--- src/common/roc_pkg.sv ---
// What this block does
// [RULE_01] Swing field 00=350, 01 and 10=650, 11=850 mVpp.
// [RULE_02] Register A select bit 7 set: bandwidth from its bits 3:0.
// [RULE_03] Register A in use with select clear: default 2.4 GHz.
// [RULE_04] Register A applies only while both rate pins are 0.
// [RULE_05] Register B select bit 7 set: bandwidth from its bits 3:0.
// [RULE_06] Register B in use with select clear: default 7.6 GHz.
// [RULE_07] Register B applies only with high pin 0, low pin 1.
// [RULE_08] Emphasis codes 0,1,3,4,5,7,c,d,f map to 0..8 dB.
// [RULE_09] Both pins 1 use C; high 1, low 0 (or open) use D.
// [RULE_10] Read-only 4-bit field reports the bandwidth actually selected.
// [RULE_11] Rate registers reset with select clear, so defaults apply.
package roc_pkg;

  // Register addresses on the register port
  localparam logic [7:0] ADDR_CTRL = 8'h03;
  localparam logic [7:0] ADDR_RATE_A = 8'h04;
  localparam logic [7:0] ADDR_RATE_B = 8'h05;
  localparam logic [7:0] ADDR_RATE_C = 8'h06;
  localparam logic [7:0] ADDR_RATE_D = 8'h07;
  localparam logic [7:0] ADDR_SEL_RATE = 8'h0e;

  // Field positions
  localparam int OVR_BIT = 7;
  localparam int CODE_MSB = 3;
  localparam int SWING_MSB = 5;
  localparam int SWING_LSB = 4;
  localparam int EMPH_MSB = 3;

  // Reset values
  localparam logic [7:0] RATE_RST = 8'h00;
  localparam logic [7:0] CTRL_RST = 8'h00;
  localparam logic [7:0] RDATA_RST = 8'h00;

  // Default filter bandwidths in MHz, and the code reported for each
  localparam int BW_DFLT_A_MHZ = 2400;
  localparam int BW_DFLT_B_MHZ = 7600;
  localparam int BW_DFLT_C_MHZ = 8400;
  localparam int BW_DFLT_D_MHZ = 9000;
  localparam logic [3:0] DFLT_CODE_A = 4'h0;
  localparam logic [3:0] DFLT_CODE_B = 4'h0;
  localparam logic [3:0] DFLT_CODE_C = 4'h0;
  localparam logic [3:0] DFLT_CODE_D = 4'h0;

  // Which rate register is in charge
  typedef enum logic [3:0] {
    ROC_SRC_A = 4'b0001,
    ROC_SRC_B = 4'b0010,
    ROC_SRC_C = 4'b0100,
    ROC_SRC_D = 4'b1000
  } roc_src_e;

  // Output swing level
  typedef enum logic [2:0] {
    ROC_SW_350 = 3'b001,
    ROC_SW_650 = 3'b010,
    ROC_SW_850 = 3'b100
  } roc_swing_e;

  // Selected bandwidth setting
  typedef struct packed {
    roc_src_e src;
    logic dflt;
    logic [3:0] code;
  } roc_bw_s;

  // Rate pins, high then low
  typedef struct packed {
    logic speed_pin_high;
    logic speed_pin_low;
  } roc_pins_s;

  localparam roc_bw_s BW_RST = '{src: ROC_SRC_A, dflt: 1'b1,
                                 code: DFLT_CODE_A};

endpackage

--- src/hdl/roc_rate_pick.sv ---
`timescale 1ns/1ps
module roc_rate_pick (
  // Synchronised rate pins
  input wire roc_pkg::roc_pins_s pins,
  // Rate registers A..D
  input wire logic [7:0] rate_a,
  input wire logic [7:0] rate_b,
  input wire logic [7:0] rate_c,
  input wire logic [7:0] rate_d,
  // Chosen setting
  output roc_pkg::roc_bw_s bw
);

  // Override bit set takes the code, else the register's default
  function automatic roc_pkg::roc_bw_s take(input roc_pkg::roc_src_e s,
                                           input logic [7:0] r,
                                           input logic [3:0] dc);
    roc_pkg::roc_bw_s b;
    b.src = s;
    b.dflt = ~r[roc_pkg::OVR_BIT];
    b.code = r[roc_pkg::OVR_BIT] ? r[roc_pkg::CODE_MSB:0] : dc;
    return b;
  endfunction

  // Pin decode; open pins read as high 1, low 0 through the pad pulls
  always_comb begin
    case ({pins.speed_pin_high, pins.speed_pin_low})
      2'b00: bw = take(roc_pkg::ROC_SRC_A, rate_a,
                       roc_pkg::DFLT_CODE_A); // [RULE_02] [RULE_03] [RULE_04]
      2'b01: bw = take(roc_pkg::ROC_SRC_B, rate_b,
                       roc_pkg::DFLT_CODE_B); // [RULE_05] [RULE_06] [RULE_07]
      2'b11: bw = take(roc_pkg::ROC_SRC_C, rate_c,
                       roc_pkg::DFLT_CODE_C); // [RULE_09]
      default: bw = take(roc_pkg::ROC_SRC_D, rate_d,
                         roc_pkg::DFLT_CODE_D); // [RULE_09]
    endcase
  end

endmodule

--- src/hdl/roc_cfg_decode.sv ---
`timescale 1ns/1ps
module roc_cfg_decode (
  // Clock and reset
  input wire logic clk,
  input wire logic arst_n,
  // Rate pins, asynchronous
  input wire logic speed_pin_high,
  input wire logic speed_pin_low,
  // Register port behind the serial decoder
  input wire logic reg_wr_en,
  input wire logic reg_rd_en,
  input wire logic [7:0] reg_addr,
  input wire logic [7:0] reg_wdata,
  output logic [7:0] reg_rdata_q,
  // Analog settings
  output roc_pkg::roc_swing_e swing_q,
  output logic [3:0] emph_db_q,
  output logic emph_bad_q,
  output roc_pkg::roc_bw_s bw_q
);

  logic [7:0] rate_a_q, rate_b_q, rate_c_q, rate_d_q, ctrl_q;
  logic [7:0] rate_a_d, rate_b_d, rate_c_d, rate_d_d, ctrl_d;
  logic [7:0] reg_rdata_d;
  roc_pkg::roc_pins_s pin_s1_q, pin_s2_q;
  roc_pkg::roc_bw_s bw_d;
  roc_pkg::roc_swing_e swing_d;
  logic [3:0] emph_db_d;
  logic emph_bad_d;

  // Emphasis code to dB; unlisted codes fall back to 0 dB and flag
  function automatic logic [4:0] emph_map(input logic [3:0] c);
    case (c)
      4'h0: emph_map = 5'h00; // [RULE_08]
      4'h1: emph_map = 5'h01;
      4'h3: emph_map = 5'h02;
      4'h4: emph_map = 5'h03;
      4'h5: emph_map = 5'h04;
      4'h7: emph_map = 5'h05;
      4'hc: emph_map = 5'h06;
      4'hd: emph_map = 5'h07;
      4'hf: emph_map = 5'h08;
      default: emph_map = 5'h10;
    endcase
  endfunction

  // Two stages before anything looks at the pins
  always_ff @(posedge clk or negedge arst_n) begin
    if (!arst_n) begin
      pin_s1_q <= '0;
      pin_s2_q <= '0;
    end else begin
      pin_s1_q <= '{speed_pin_high: speed_pin_high,
                    speed_pin_low: speed_pin_low};
      pin_s2_q <= pin_s1_q;
    end
  end

  // Register writes and read mux
  always_comb begin
    rate_a_d = rate_a_q;
    rate_b_d = rate_b_q;
    rate_c_d = rate_c_q;
    rate_d_d = rate_d_q;
    ctrl_d = ctrl_q;
    if (reg_wr_en) begin
      case (reg_addr)
        roc_pkg::ADDR_CTRL: ctrl_d = reg_wdata;
        roc_pkg::ADDR_RATE_A: rate_a_d = reg_wdata;
        roc_pkg::ADDR_RATE_B: rate_b_d = reg_wdata;
        roc_pkg::ADDR_RATE_C: rate_c_d = reg_wdata;
        roc_pkg::ADDR_RATE_D: rate_d_d = reg_wdata;
        default: ctrl_d = ctrl_q;
      endcase
    end
    reg_rdata_d = reg_rdata_q;
    if (reg_rd_en) begin
      case (reg_addr)
        roc_pkg::ADDR_CTRL: reg_rdata_d = ctrl_q;
        roc_pkg::ADDR_RATE_A: reg_rdata_d = rate_a_q;
        roc_pkg::ADDR_RATE_B: reg_rdata_d = rate_b_q;
        roc_pkg::ADDR_RATE_C: reg_rdata_d = rate_c_q;
        roc_pkg::ADDR_RATE_D: reg_rdata_d = rate_d_q;
        roc_pkg::ADDR_SEL_RATE:
          reg_rdata_d = {4'h0, bw_q.code}; // [RULE_10]
        default: reg_rdata_d = 8'h00;
      endcase
    end
  end

  // Select-clear reset keeps pin defaults in charge
  always_ff @(posedge clk or negedge arst_n) begin
    if (!arst_n) begin
      rate_a_q <= roc_pkg::RATE_RST; // [RULE_11]
      rate_b_q <= roc_pkg::RATE_RST;
      rate_c_q <= roc_pkg::RATE_RST;
      rate_d_q <= roc_pkg::RATE_RST;
      ctrl_q <= roc_pkg::CTRL_RST;
      reg_rdata_q <= roc_pkg::RDATA_RST;
    end else begin
      rate_a_q <= rate_a_d;
      rate_b_q <= rate_b_d;
      rate_c_q <= rate_c_d;
      rate_d_q <= rate_d_d;
      ctrl_q <= ctrl_d;
      reg_rdata_q <= reg_rdata_d;
    end
  end

  // Pin-driven register choice
  roc_rate_pick u_pick (
    .pins(pin_s2_q),
    .rate_a(rate_a_q),
    .rate_b(rate_b_q),
    .rate_c(rate_c_q),
    .rate_d(rate_d_q),
    .bw(bw_d)
  );

  // Swing and emphasis decode
  always_comb begin
    case (ctrl_q[roc_pkg::SWING_MSB:roc_pkg::SWING_LSB])
      2'b00: swing_d = roc_pkg::ROC_SW_350; // [RULE_01]
      2'b11: swing_d = roc_pkg::ROC_SW_850;
      default: swing_d = roc_pkg::ROC_SW_650;
    endcase
    {emph_bad_d, emph_db_d} = emph_map(ctrl_q[roc_pkg::EMPH_MSB:0]);
  end

  // Settings registered so analog controls never glitch
  always_ff @(posedge clk or negedge arst_n) begin
    if (!arst_n) begin
      swing_q <= roc_pkg::ROC_SW_350;
      emph_db_q <= 4'h0;
      emph_bad_q <= 1'b0;
      bw_q <= roc_pkg::BW_RST;
    end else begin
      swing_q <= swing_d;
      emph_db_q <= emph_db_d;
      emph_bad_q <= emph_bad_d;
      bw_q <= bw_d;
    end
  end

  // Helper: set once a write has reached a rate register since reset
  logic wrote_q;
  always_ff @(posedge clk or negedge arst_n) begin
    if (!arst_n) begin
      wrote_q <= 1'b0;
    end else if (reg_wr_en && reg_addr >= roc_pkg::ADDR_RATE_A
                 && reg_addr <= roc_pkg::ADDR_RATE_D) begin
      wrote_q <= 1'b1;
    end
  end

  property p_swing_decode;
    @(posedge clk) disable iff (!arst_n)
    reg_wr_en && reg_addr == roc_pkg::ADDR_CTRL && reg_wdata[5:4] == 2'b10
    |-> ##2 swing_q == roc_pkg::ROC_SW_650;
  endproperty
  a_swing_decode: assert property (p_swing_decode) // [RULE_01]
    else $error("swing decode wrong");

  property p_a_code;
    @(posedge clk) disable iff (!arst_n)
    pin_s2_q == 2'b00 && rate_a_q[7]
    |=> !bw_q.dflt && bw_q.code == $past(rate_a_q[3:0]);
  endproperty
  a_a_code: assert property (p_a_code) // [RULE_02]
    else $error("register A code not applied");

  property p_a_dflt;
    @(posedge clk) disable iff (!arst_n)
    pin_s2_q == 2'b00 && !rate_a_q[7] |=> bw_q.dflt;
  endproperty
  a_a_dflt: assert property (p_a_dflt) // [RULE_03]
    else $error("register A default not applied");

  property p_a_pins;
    @(posedge clk) disable iff (!arst_n)
    $stable(speed_pin_high) && $stable(speed_pin_low)
      && !speed_pin_high && !speed_pin_low
    ##1 (!speed_pin_high && !speed_pin_low) [*2]
    |=> bw_q.src == roc_pkg::ROC_SRC_A;
  endproperty
  a_a_pins: assert property (p_a_pins) // [RULE_04]
    else $error("pins 00 did not pick register A");

  property p_b_code;
    @(posedge clk) disable iff (!arst_n)
    pin_s2_q == 2'b01 && rate_b_q[7]
    |=> !bw_q.dflt && bw_q.code == $past(rate_b_q[3:0]);
  endproperty
  a_b_code: assert property (p_b_code) // [RULE_05]
    else $error("register B code not applied");

  property p_b_dflt;
    @(posedge clk) disable iff (!arst_n)
    pin_s2_q == 2'b01 && !rate_b_q[7]
    |=> bw_q.dflt && bw_q.code == roc_pkg::DFLT_CODE_B;
  endproperty
  a_b_dflt: assert property (p_b_dflt) // [RULE_06]
    else $error("register B default not applied");

  property p_b_pins;
    @(posedge clk) disable iff (!arst_n)
    pin_s2_q == 2'b01 |=> bw_q.src == roc_pkg::ROC_SRC_B;
  endproperty
  a_b_pins: assert property (p_b_pins) // [RULE_07]
    else $error("pins 01 did not pick register B");

  property p_emph;
    @(posedge clk) disable iff (!arst_n)
    reg_wr_en && reg_addr == roc_pkg::ADDR_CTRL && reg_wdata[3:0] == 4'hc
    |-> ##2 emph_db_q == 4'h6 && !emph_bad_q;
  endproperty
  a_emph: assert property (p_emph) // [RULE_08]
    else $error("emphasis decode wrong");

  property p_cd_pins;
    @(posedge clk) disable iff (!arst_n)
    pin_s2_q[1] |=> bw_q.src == ($past(pin_s2_q[0]) ?
      roc_pkg::ROC_SRC_C : roc_pkg::ROC_SRC_D);
  endproperty
  a_cd_pins: assert property (p_cd_pins) // [RULE_09]
    else $error("C or D selection wrong");

  property p_readback;
    @(posedge clk) disable iff (!arst_n)
    reg_rd_en && reg_addr == roc_pkg::ADDR_SEL_RATE
    |=> reg_rdata_q == {4'h0, $past(bw_q.code)};
  endproperty
  a_readback: assert property (p_readback) // [RULE_10]
    else $error("selected rate readback wrong");

  property p_reset_sel;
    @(posedge clk) disable iff (!arst_n)
    !wrote_q |-> !rate_a_q[7] && !rate_b_q[7] && !rate_c_q[7]
      && !rate_d_q[7];
  endproperty
  a_reset_sel: assert property (p_reset_sel) // [RULE_11]
    else $error("select bit set without a write");

  property p_cov_b_ovr;
    @(posedge clk) disable iff (!arst_n)
    bw_q.src == roc_pkg::ROC_SRC_B && !bw_q.dflt;
  endproperty
  c_cov_b_ovr: cover property (p_cov_b_ovr);

  property p_cov_pin_move;
    @(posedge clk) disable iff (!arst_n)
    bw_q.src == roc_pkg::ROC_SRC_A ##1 bw_q.src == roc_pkg::ROC_SRC_C;
  endproperty
  c_cov_pin_move: cover property (p_cov_pin_move);

  property p_cov_emph_bad;
    @(posedge clk) disable iff (!arst_n) emph_bad_q;
  endproperty
  c_cov_emph_bad: cover property (p_cov_emph_bad);

endmodule

--- config.mk ---
export PLATFORM = sky130hd
export DESIGN_NAME = roc_cfg_decode
export DESIGN_NICKNAME = d
export VERILOG_FILES = /design/src/common/roc_pkg.sv /design/src/hdl/roc_rate_pick.sv /design/src/hdl/roc_cfg_decode.sv
export SDC_FILE = /design/constraint.sdc
export NUM_CORES = 1
export LEC_CHECK = 0
export BUFFER_PORTS_ARGS = -buffer_cell sky130_fd_sc_hd__buf_2
export CELL_PAD_IN_SITES_DETAIL_PLACEMENT = 0
export CELL_PAD_IN_SITES_GLOBAL_PLACEMENT = 1
export CORE_UTILIZATION = 46
export CTS_CLUSTER_SIZE = 28
export DETAILED_ROUTE_END_ITERATION = 7
export GPL_ROUTABILITY_DRIVEN = 0
export GPL_TIMING_DRIVEN = 0
export PLACE_DENSITY_LB_ADDON = 0.1
export SLEW_MARGIN = 20
export SYNTH_ARGS = -nofsm -noshare
export SYNTH_HDL_FRONTEND = slang
export SYNTH_SLANG_ARGS = --single-unit
--- constraint.sdc ---
create_clock -name clk -period 1.9 [get_ports clk]
set_input_delay 0.38 -clock clk [delete_from_list [all_inputs] [get_ports clk]]
set_output_delay 0.38 -clock clk [all_outputs]
set_load 0.02 [all_outputs]
==> results.sh <==
export IMPL_hold_path_class="input pin to register"
export IMPL_p_sw_w=0.000708
export IMPL_seq_area_frac_synth_pct=56.0
export IMPL_cp_end_kind="register"
export IMPL_grt_pass1_vias=2063
export IMPL_worstPathMaxFanout=8
export IMPL_p_int_w=0.00233
export IMPL_drive_gt1_share_pct=42.4
export IMPL_avgRoutedWirePerCell_um=17.1
export IMPL_netlist_top_cells_area="dfrtp_1 53%, mux2_2 16%, mux4_2 4.4%, dfstp_2 2.6%, ha_1 2.4%"
export IMPL_syn_area_mm2=0.00309
export IMPL_rows=29
export IMPL_ir_drop_v=0.000545
export IMPL_setup_violations=0
export IMPL_initial_utilization_pct=48.1
export IMPL_route_detailed_drc=11
export IMPL_crit_type="input pin to register"
export IMPL_min_period_ns=1.82
export IMPL_wirelength_mm=6.38
export IMPL_fp_dieW_um=84.0
export IMPL_synthArstFlopShare_pct=100
export IMPL_p_leak_nw=1.80
export IMPL_startpoint_type="input pin"
export IMPL_power_density_mw_per_mm2=828
export IMPL_grt_overflow=0
export IMPL_combPwrFrac_pct=9.0
export IMPL_clockBufferDepth=2
export IMPL_cts_buffers=9
export IMPL_track_usage_pct=20.1
export IMPL_yosys_warnings=0
export IMPL_ys_ff_latch=69
export IMPL_io_pins=47
export IMPL_hpwlAfterDp_mm=4.51
export IMPL_post_route_period_util_pct=95.8
export IMPL_finalPower_w=0.00303
export IMPL_regArea_mm2=0.00173
export IMPL_diodes=0
export IMPL_synth_top_cell_by_area="dfrtp_1"
export IMPL_synth_most_common_cell="dfrtp_1"
export IMPL_yosys_top_cells_count="66 x dfrtp_1, 43 x mux2_2, 15 x inv_1"
export IMPL_die_area_mm2=0.00705
export IMPL_nets=319
export IMPL_swShare_pct=23.3
export IMPL_synth_edf_count=0
export IMPL_cp_data_required_time_ns=2.13
export IMPL_status="finished with violations"
export IMPL_drt_iter0_drc=79
export IMPL_rsz0062_at_grt="no"
export IMPL_multiInputGateArea_mm2=0.00128
export IMPL_cts_sinks=69
export IMPL_nFillCells=565
export IMPL_worst_slew_pin_slew_ns=0.644
export IMPL_cts_tree="built"
export IMPL_ant_nets=0
export IMPL_ys_flop_type="dfrtp_1"
export IMPL_ys_types=38
export IMPL_cts_root_buf="clkbuf_8"
export IMPL_vias_per_cell=5.51
export IMPL_avgSynthCellArea_um2=13.4
export IMPL_syn_nets=258
export IMPL_fin_tns_setup_ns=0
export IMPL_violations="design-rule violations"
export IMPL_dieHeight_um=84.0
export IMPL_skew_ns=0.00472
export IMPL_vias=2049
export IMPL_firstDrtPassIters=6
export IMPL_slew_headroom_pct=57.0
export IMPL_grt_pass1_wl_mm=10.6
export IMPL_antenna_found_initial=0
export IMPL_synthCells=230
export IMPL_clkPwrFrac_pct=38.9
export IMPL_clk_pin_slew_ns=0.07
export IMPL_worst_ep_arrival_time_ns=2.05
export IMPL_htreeDepth=3
export IMPL_grt_max_degree=45
export IMPL_hold_violations=0
export IMPL_area_growth_synth_to_final_pct=18.6
export IMPL_synth_top_area_share_pct=53.5
export IMPL_portBuffers=46
export IMPL_slew_viol_final=0
export IMPL_maxCapViolCount=0
export IMPL_clk_latency_ns=0.34
export IMPL_fmax_mhz=549
export IMPL_power_frac_seq_pct=52.1
export IMPL_core_mm2=0.00642
-- stage by stage --
| step | util (%) | cells | setup slack [ns] | hold WS [ns] | instance area [µm²] |
|---|---|---|---|---|---|
| 4_1_cts | 56.9 | 372 | 0.0691 | 0.127 | 3660 |
| 2_1_floorplan | - | 230 | -0.0269 | 0.0844 | 3090 |
| 6_report | 57.1 | 372 | 0.0791 | 0.140 | 3660 |
| 3_3_place_gp | 53.2 | 353 | -0.432 | 0.333 | 3420 |
| 3_5_place_dp | 53.5 | 354 | -0.454 | 0.314 | 3440 |
| 5_1_grt | 57.1 | 372 | 0.00593 | 0.126 | 3660 |
-- cell type report --
type,instances,area share [%]
Multi-Input combinational cell,139,34.8
Sequential cell,69,47.2
Buffer,7,0.956
Inverter,15,1.54
Clock buffer,14,4.44
Timing Repair Buffer,50,7.58
Tap cell,77,2.63
Clock inverter,1,0.819
-- cells in the final DEF, fill, tap and decap left out, types with 2 or more instances in the layout --
cell / n
a21oi_1: 6
a221oi_1: 3
a222oi_1: 3
a22oi_1: 8
a2bb2oi_1: 4
a32o_1: 2
and2_1: 3
and3_1: 2
buf_2: 46
buf_4: 3
clkbuf_1: 8
clkbuf_8: 11
dfrtp_1: 66
dfstp_2: 3
ha_1: 6
inv_1: 15
mux2_2: 43
mux4_2: 6
nand2_1: 6
nand3_1: 2
nand3_2: 2
nor2_1: 14
nor2_4: 2
nor2b_1: 5
o21ai_0: 5
o22ai_1: 4
-- state kept, by name (all words and copies together) (netlist names) --
name         cells
rate_d_q         8
ctrl_q           8
bw_q             9
pin_s1_q         2
emph_db_q        4
rate_c_q         8
rate_b_q         8
reg_rdata_q      8
rate_a_q         8
swing_q          3
emph_bad_q       1
pin_s2_q         2
-- cell families (layout without fill, tap and decap cells) --
group / count (synthesis) / count (layout) / share of synthesized area [%]
AOI/OAI and AO/OA: 39 / 39 / 9.11
muxes: 50 / 50 / 20.4
and+or+nand+nor: 44 / 44 / 9.11
DFF: 69 / 69 / 56.0
buffers and inverters: 22 / 87 / 2.96
adders and majority gates: 6 / 6 / 2.43
-- metal layers --
metal / vias up / wire length (µm) / track usage [%] / share of wire (%)
li1: 965 / - / - / -
met1: 1013 / 3090 / 28.0 / 48
met2: 59 / 2900 / 30.4 / 45
met3: 12 / 273 / 4.35 / 4.3
met4: 0 / 118 / 8.93 / 1.8
met5: - / 0 / 0 / 0
-- final timing paths --
kind | startpoint | end | slack [ns] | cells after the start
worst max-delay path | reg_addr[5] | rate_d_q[5] | 0.08 | 6
worst min register to register | pin_s1_q[1] | pin_s2_q[1] | 0.35 | 0
worst max register to register | pin_s2_q[1] | bw_q[2] | 0.26 | 5
max in group asynchronous | arst_n | bw_q[5] | 0.81 | 3
worst min-delay path | speed_pin_low | pin_s1_q[0] | 0.14 | 1
min in group asynchronous | arst_n | emph_db_q[1] | 0.49 | 2
-- power by group through the flow --
stage / Sequential (W) / Combinational (W) / Clock [W]
3_3_place_gp: 0.00161 / 0.000262 / 0
5_1_grt: 0.00159 / 0.000300 / 0.00127
3_5_place_dp: 0.00161 / 0.000272 / 0
2_1_floorplan: 0.00162 / 0.000120 / 0
6_report: 0.00158 / 0.000272 / 0.00118
4_1_cts: 0.00158 / 0.000275 / 0.00121
-- worst max-delay path, cell delays in order --
cell and delay [ns]:
buf_2 0.11, nor4_4 0.38, nor3b_4 0.32, nand3_2 0.16, nor2_4 0.31, mux2_2 0.38
-- what timing repair did --
| item | CTS | global route |
|---|---|---|
| hold buffers | 1 | 0 |
| pin swaps | 0 | 0 |
| resized for setup | 0 | 1 |
| setup buffers | 2 | 0 |
| setup endpoints to repair | 16 | 7 |
| hold endpoints to repair | 24 | 0 |
No activity file was read; power rests on OpenSTA's default activity.
